==> config.mk <==
export PLATFORM = sky130hd
export DESIGN_NAME = pmcg_top
export DESIGN_NICKNAME = d
export VERILOG_FILES = /design/src/pmcg_pkg.sv /design/src/pmcg_div.sv /design/src/pmcg_gate.sv /design/src/pmcg_top.sv
export VERILOG_INCLUDE_DIRS = /design/src
export SDC_FILE = /design/constraint.sdc
export NUM_CORES = 1
export LEC_CHECK = 0
export BUFFER_PORTS_ARGS = -buffer_cell sky130_fd_sc_hd__buf_4
export CORE_MARGIN = 2
export CORE_UTILIZATION = 34
export DETAILED_ROUTE_END_ITERATION = 12
export HOLD_SLACK_MARGIN = 0.12
export PLACE_DENSITY_LB_ADDON = 0.3
export SKIP_CTS_REPAIR_TIMING = 1
export SYNTH_ARGS = -nofsm -noshare
export SYNTH_HDL_FRONTEND = slang
export SYNTH_SLANG_ARGS = --single-unit
==> constraint.sdc <==
create_clock -name clock -period 2.7 [get_ports clock]
set_input_delay 0.54 -clock clock [delete_from_list [all_inputs] [get_ports clock]]
set_output_delay 0.54 -clock clock [all_outputs]
set_load 0.005 [all_outputs]
==> src/pmcg_defs.svh <==
// constants for the power mode and clock gating block
`ifndef PMCG_DEFS_SVH
`define PMCG_DEFS_SVH

// clock source select codes
`define PMCG_SRC_FAST 2'h0
`define PMCG_SRC_LOWP 2'h1
`define PMCG_SRC_SOSC 2'h2
`define PMCG_SRC_POSC 2'h3
// reset values
`define PMCG_RST_SRC 2'h0
`define PMCG_RST_FAST_DIV 3'h0
`define PMCG_RST_PB_DIV 2'h0
// wake count; the restarted source runs this many cycles plus one before the cpu clock returns
`define PMCG_WAKE_WAIT 8'h10

`endif

==> src/pmcg_pkg.sv <==
// types for the power mode and clock gating block
package pmcg_pkg;

   typedef enum logic [1:0] {
      PMCG_RUN,
      PMCG_IDLE,
      PMCG_SLEEP,
      PMCG_WAKE
   } pmcg_state_t;

   // software control settings
   typedef struct packed {
      logic [1:0] src_sel;
      logic [2:0] fast_div;
      logic [1:0] pb_div;
      logic sleep_sel;
      logic enter;
   } pmcg_ctrl_t;

   // enable set for the gated clocks
   typedef struct packed {
      logic cpu_en;
      logic sys_en;
      logic pb_en;
   } pmcg_gate_t;

endpackage : pmcg_pkg

==> src/pmcg_div.sv <==
// programmable power-of-two enable divider
`timescale 1ns/10ps
`default_nettype none
module pmcg_div #(
   parameter int WIDTH = 7
) (
   // clock and reset
   input wire logic clock,
   input wire logic nrst,
   // control
   input wire logic run,
   input wire logic [2:0] shift,
   // one-cycle tick every 2^shift cycles
   output logic tick
);
   typedef struct packed {
      logic [WIDTH-1:0] cnt;
      logic tick;
   } pmcg_div_st_t;

   pmcg_div_st_t s_reg, s_next;
   logic [WIDTH-1:0] limit;

   // terminal count from the shift amount
   always_comb begin
      limit = WIDTH'((1 << shift) - 1);
      s_next = s_reg;
      s_next.tick = 1'b0;
      if (!run) begin
         s_next.cnt = '0;
      end else if (s_reg.cnt >= limit) begin
         s_next.cnt = '0;
         s_next.tick = 1'b1;
      end else begin
         s_next.cnt = s_reg.cnt + WIDTH'(1);
      end
   end

   // state register
   always_ff @(posedge clock or negedge nrst) begin
      if (!nrst) begin
         s_reg <= '0;
      end else begin
         s_reg <= s_next;
      end
   end

   assign tick = s_reg.tick;
endmodule : pmcg_div
`default_nettype wire

==> src/pmcg_gate.sv <==
// per-module clock enable gating
`timescale 1ns/10ps
`default_nettype none
module pmcg_gate #(
   parameter int N = 8
) (
   // clock and reset
   input wire logic clock,
   input wire logic nrst,
   // sources
   input wire logic pb_tick,
   input wire logic sys_on,
   input wire logic [N-1:0] mod_disable,
   input wire logic [N-1:0] mod_own_clock,
   // enables to each module
   output logic [N-1:0] mod_clk_en
);
   typedef struct packed {
      logic [N-1:0] en;
   } pmcg_gate_st_t;

   pmcg_gate_st_t s_reg, s_next;

   // one enable per module
   always_comb begin
      s_next = s_reg;
      for (int i = 0; i < N; i++) begin
         // [RULE8] disabled modules gated
         // [RULE10] own-clock modules survive sleep
         s_next.en[i] = !mod_disable[i] && (mod_own_clock[i] || (sys_on && pb_tick));
      end
   end

   // state register
   always_ff @(posedge clock or negedge nrst) begin
      if (!nrst) begin
         s_reg <= '0;
      end else begin
         s_reg <= s_next;
      end
   end

   assign mod_clk_en = s_reg.en;
endmodule : pmcg_gate
`default_nettype wire

==> src/pmcg_top.sv <==
// power mode sequencing and clock source selection
`timescale 1ns/10ps
`default_nettype none
`include "pmcg_defs.svh"

// Function
// [RULE1] modes change only on software enter command or enabled wake
// [RULE2] run clock from fast rc with postscaler, low-power rc or secondary
// [RULE3] power cut by slower cpu clock, bus clock, module gating
// [RULE4] peripheral bus clock is programmable fraction of system clock; pb_div here divides the block clock, not the postscaled system clock
// [RULE5] idle and sleep both stop cpu clock, with any source
// [RULE6] primary oscillator idle keeps that oscillator running
// [RULE7] idle system clock taken from the currently selected source
// [RULE8] peripherals keep clocks in idle unless individually disabled
// [RULE9] sleep halts cpu, system clock source and its peripherals
// [RULE10] peripherals on dedicated clocks keep running during sleep
// [RULE11] enabled wake ends idle or sleep, restarts source, then cpu
module pmcg_top #(
   parameter int NMOD = 8,
   parameter logic [7:0] WAKE_WAIT = `PMCG_WAKE_WAIT
) (
   // clock and reset
   input wire logic clock,
   input wire logic nrst,
   // software control
   input wire pmcg_pkg::pmcg_ctrl_t ctrl,
   input wire logic [NMOD-1:0] mod_disable,
   input wire logic [NMOD-1:0] mod_own_clock,
   // wake sources
   input wire logic [NMOD-1:0] wake_req,
   input wire logic [NMOD-1:0] wake_en,
   // oscillator enables and selected source
   output logic fast_internal_rc_osc_en,
   output logic low_power_rc_osc_en,
   output logic sosc_en,
   output logic posc_en,
   output logic [1:0] system_clock_src,
   // clock enables
   output pmcg_pkg::pmcg_gate_t gate,
   output logic [NMOD-1:0] mod_clk_en,
   // status
   output pmcg_pkg::pmcg_state_t mode
);
   import pmcg_pkg::*;

   typedef struct packed {
      pmcg_state_t st;
      logic [1:0] src;
      logic [2:0] fast_div;
      logic [1:0] pb_div;
      logic [7:0] wait_cnt;
      logic [3:0] osc_en;
   } pmcg_top_st_t;

   pmcg_top_st_t s_reg, s_next;
   logic sys_tick;
   logic pb_tick;
   logic sys_on;
   logic wake_hit;
   logic [2:0] sys_shift;

   // postscaler applies only to the fast rc source
   assign sys_shift = (s_reg.src == `PMCG_SRC_FAST) ? s_reg.fast_div : 3'h0;
   assign sys_on = (s_reg.st != PMCG_SLEEP) && (s_reg.st != PMCG_WAKE);
   assign wake_hit = |(wake_req & wake_en);

   // [RULE2] fast rc postscaler
   pmcg_div #(.WIDTH(7)) u_sys_div (
      .clock(clock),
      .nrst(nrst),
      .run(sys_on),
      .shift(sys_shift),
      .tick(sys_tick)
   );

   // [RULE4] bus clock fraction
   pmcg_div #(.WIDTH(7)) u_pb_div (
      .clock(clock),
      .nrst(nrst),
      .run(sys_on),
      .shift({1'b0, s_reg.pb_div}),
      .tick(pb_tick)
   );

   // [RULE3] module clock gating
   pmcg_gate #(.N(NMOD)) u_gate (
      .clock(clock),
      .nrst(nrst),
      .pb_tick(pb_tick),
      .sys_on(sys_on),
      .mod_disable(mod_disable),
      .mod_own_clock(mod_own_clock),
      .mod_clk_en(mod_clk_en)
   );

   // mode sequencer
   always_comb begin
      s_next = s_reg;
      unique case (s_reg.st)
         PMCG_RUN: begin
            // [RULE1] software selects run settings
            s_next.src = ctrl.src_sel;
            s_next.fast_div = ctrl.fast_div;
            s_next.pb_div = ctrl.pb_div;
            // [RULE5] halt cpu on request
            if (ctrl.enter) begin
               s_next.st = ctrl.sleep_sel ? PMCG_SLEEP : PMCG_IDLE;
            end
         end
         PMCG_IDLE: begin
            // [RULE11] wake from idle
            if (wake_hit) begin
               s_next.st = PMCG_RUN;
            end
         end
         PMCG_SLEEP: begin
            // [RULE11] wake restarts source
            if (wake_hit) begin
               s_next.st = PMCG_WAKE;
               s_next.wait_cnt = WAKE_WAIT;
            end
         end
         PMCG_WAKE: begin
            if (s_reg.wait_cnt == 8'h00) begin
               s_next.st = PMCG_RUN;
            end else begin
               s_next.wait_cnt = s_reg.wait_cnt - 8'h01;
            end
         end
      endcase
      // oscillator enables, selected source only
      s_next.osc_en = '0;
      // [RULE9] sleep stops the source
      if (s_next.st != PMCG_SLEEP) begin
         // [RULE6] [RULE7] selected source runs
         s_next.osc_en[s_next.src] = 1'b1;
      end
   end

   // state register
   always_ff @(posedge clock or negedge nrst) begin
      if (!nrst) begin
         s_reg.st <= PMCG_RUN;
         s_reg.src <= `PMCG_RST_SRC;
         s_reg.fast_div <= `PMCG_RST_FAST_DIV;
         s_reg.pb_div <= `PMCG_RST_PB_DIV;
         s_reg.wait_cnt <= 8'h00;
         s_reg.osc_en <= 4'h1;
      end else begin
         s_reg <= s_next;
      end
   end

   // outputs from registered state
   assign fast_internal_rc_osc_en = s_reg.osc_en[`PMCG_SRC_FAST];
   assign low_power_rc_osc_en = s_reg.osc_en[`PMCG_SRC_LOWP];
   assign sosc_en = s_reg.osc_en[`PMCG_SRC_SOSC];
   assign posc_en = s_reg.osc_en[`PMCG_SRC_POSC];
   assign system_clock_src = s_reg.src;
   assign mode = s_reg.st;

   // [RULE5] cpu clock only in run
   always_comb begin
      gate.cpu_en = (s_reg.st == PMCG_RUN) && sys_tick;
      gate.sys_en = sys_on && sys_tick;
      gate.pb_en = sys_on && pb_tick;
   end
endmodule : pmcg_top
`default_nettype wire

==> flow_metrics.py <==
metrics = {
    "power": {
        "power.leakage_nw": 1.404,
        "p_per_area_nw_per_um2": 875.2,
        "vdd_drop_max_mv": 0.2895,
    },
    "worst_setup_path": {
        "slowest_delay_ns": 0.47,
        "cp.depth": 10,
        "required_ns": 2.93,
        "cp_slowest_cell": "dfrtp_2",
        "critical_path.top_delay_family": "compound AO/OA/AOI/OAI gates",
        "crit_buf_inv": 0,
        "path_class": "reg2reg",
        "cp-end-kind": "flop",
        "worstPathCellList": "o31a_1 -> ha_2 -> nor4_2 -> a21o_1 -> a32oi_1 -> ha_1 -> a21oi_1 -> o21ai_0 -> a211o_1 -> nor2_1",
        "r2r_cells": 10,
        "arrival_ns": 2.73,
        "critical_path_peak_fanout": 9,
        "startpoint_type": "flop",
    },
    "place": {
        "gp_congestion": 0.7782,
        "numPortBuffers": 61,
        "hpwl_um": 3588,
        "placement.setup.worst_slack_ns": 0.09141,
        "dp_cells": 358,
    },
    "global_route": {
        "antenna_found_initial": 0,
        "grt_max_degree": 46,
        "grt_pass1_vias": 1826,
        "grtUsageTotal_pct": 13.82,
        "grt_pass1_wl_um": 8107,
        "grt-ovfl-total": 0,
    },
    "detailed_routing": {
        "via_count": 1813,
        "wl_um": 4684,
        "drt_iter0_markers": 80,
        "wire_per_inst_um": 12.76,
        "drcViolationCount": 4,
        "avgViaCountPerCell": 4.940,
        "ant_nets": 0,
        "first_pass_iters": 9,
    },
    "floorplanning": {
        "dieWidth_um": 85.89,
        "rows": 29,
        "die_area_um2": 7376,
        "start_util_pct": 35.50,
        "die_h_um": 85.89,
        "core_um2": 6422,
        "boundaryPins": 62,
    },
    "sta": {
        "finalSetupViolations": 0,
        "period_minus_slack_ns": 2.503,
        "hold_violations": 0,
        "slew_violations": 0,
        "fmax_mhz": 399.4,
        "finalWorstSetupSlack_ns": 0.1966,
        "fin_skew_ns": 0.007089,
        "post-route-period-util_pct": 92.72,
        "worst_pin_slew_ns": 0.6855,
        "slew_headroom_pct": 54.21,
    },
    "finish": {
        "final_common_cell": "buf_4",
        "final_core_util_pct": 45.31,
        "syn_to_final_growth_pct": 27.66,
        "n_antenna_cell": 0,
        "nets": 347,
        "layout.cells.non_filler": 367,
        "final_layout_size_suffix_gt1_share_pct": 30.34,
        "final_cell_mix": "63 x buf_4, 43 x dfrtp_1, 39 x nor2_1",
        "largest_reg_flops": 13,
    },
    "logic_synthesis": {
        "yosys.cell_types.count": 46,
        "synthesis.area_um2": 2280,
        "synth_edf_count": 0,
        "postSynthAreaPerCell_um2": 10.13,
        "synth_sequential_area_ratio_pct": 49.45,
        "ys.flop_type": "dfrtp_1",
        "yosys_warnings": 0,
        "synthArstFlopShare_pct": 100.0,
        "ys_ff_latch": 45,
        "postSynthCellCount": 225,
    },
    "clock_tree": {
        "clock_sinks": 45,
        "cts_buffers": 5,
        "cts_buffer_depth": 2,
        "clkTransAtPathRegs_ns": 0.08,
        "cts_htree_levels": 2,
        "insertion_delay_ns": 0.30,
        "ctsRootBufferMaster": "clkbuf_8",
        "cts_tree": "done",
    },
    "worst_hold_path": {
        "hold_path_class": "in2async",
    },
    "run_status": {
        "failed_checks": "DRC",
        "status": "complete, but fails checks",
    },
    "job": {
        "max_cap_violations": 0,
    },
}
==> per-stage QoR <==
step	instance area [µm²]	TNS [ns]	total power [W]	hold slack, ns
finish	2910	0	0.002547	0.2291
floorplan	2287	0	0.001805	0.2444
CTS	2890	0	0.002545	0.2564
detailed placement	2804	0	0.002130	0.4731
global placement	2804	0	0.002093	0.4743
global route	2910	-0.04198	0.002803	0.2827
==> final timing paths <==
kind / start / endpoint / slack (ns)
max reg2reg: s_reg[16] / u_sys_div.s_reg[4] / 0.20
min in group clock: mod_disable[5] / u_gate.mod_clk_en[5] / 0.38
min reg2reg: u_sys_div.s_reg[1] / u_sys_div.s_reg[1] / 0.48
min: nrst / u_pb_div.s_reg[4] / 0.23
max: s_reg[16] / u_sys_div.s_reg[4] / 0.20
max in group asynchronous: nrst / s_reg[16] / 2.07
==> worst register-to-register path: stages (launching register included) <==
cell,delay (ns)
dfrtp_2,0.47
o31a_1,0.34
ha_2,0.21
nor4_2,0.15
a21o_1,0.12
a32oi_1,0.12
ha_1,0.31
a21oi_1,0.14
o21ai_0,0.12
a211o_1,0.31
nor2_1,0.14
==> power breakdown <==
group	total, W	leakage (nW)	switching (W)	internal, W
Sequential	0.00103	0.577	0.000188	0.000845
Clock	0.000406	0.0439	0.000227	0.000179
Combinational	0.00111	0.783	0.000546	0.000562
Total	0.00255	1.40	0.000962	0.00159
==> synth_stat cells, drive strengths merged (2+ instances only) <==
library cell	instances	area, µm²
nand2b	5	31.28
mux2i	4	40.04
mux2	5	56.30
nor4	6	37.54
clkbuf	4	15.01
xor2	7	61.31
ha	15	187.7
nand3	8	40.04
nor3	5	25.02
dfrtp	44	1101
a21oi	7	35.03
a22oi	4	30.03
nor2b	2	12.51
xnor2	4	35.03
or3	3	20.02
and2	3	18.77
o21ai	8	40.03
and3	4	25.02
nand2	9	33.78
o211ai	3	22.52
buf	4	30.03
inv	9	33.78
nor2	42	167.7
a211o	2	17.52
==> per-layer routing <==
metal	vias up	wire [µm]	GRT usage, %
li1	906	-	-
met1	858	2030	16.94
met2	43	2365	23.68
met3	6	225	3.561
met4	0	63	4.473
met5	-	0	0
==> cell families (layout without fill, tap and decap cells) <==
kind of cell | after synthesis | count (layout) | synth area share [%]
AND/OR/NAND/NOR | 95 | 95 | 21.19
flip-flops | 45 | 45 | 49.45
AO/OA/AOI/OAI | 32 | 32 | 9.057
buffers and inverters | 17 | 80 | 3.457
adder cells (fa/ha/maj) | 15 | 15 | 8.233
XOR/XNOR | 11 | 11 | 4.226
multiplexers | 9 | 9 | 4.226
other | 1 | 3 | 0.1645
==> final cells by class <==
class	instances	area [µm²]
clock inverter	3	17.52
timing repair buffer	63	473.0
sequential	45	1129
inverter	9	33.78
multi-input combinational	165	1092
clock buffer	5	68.82
tap	77	96.34
fill	612	3512
Note: power is estimated with default switching activity, not from simulation.
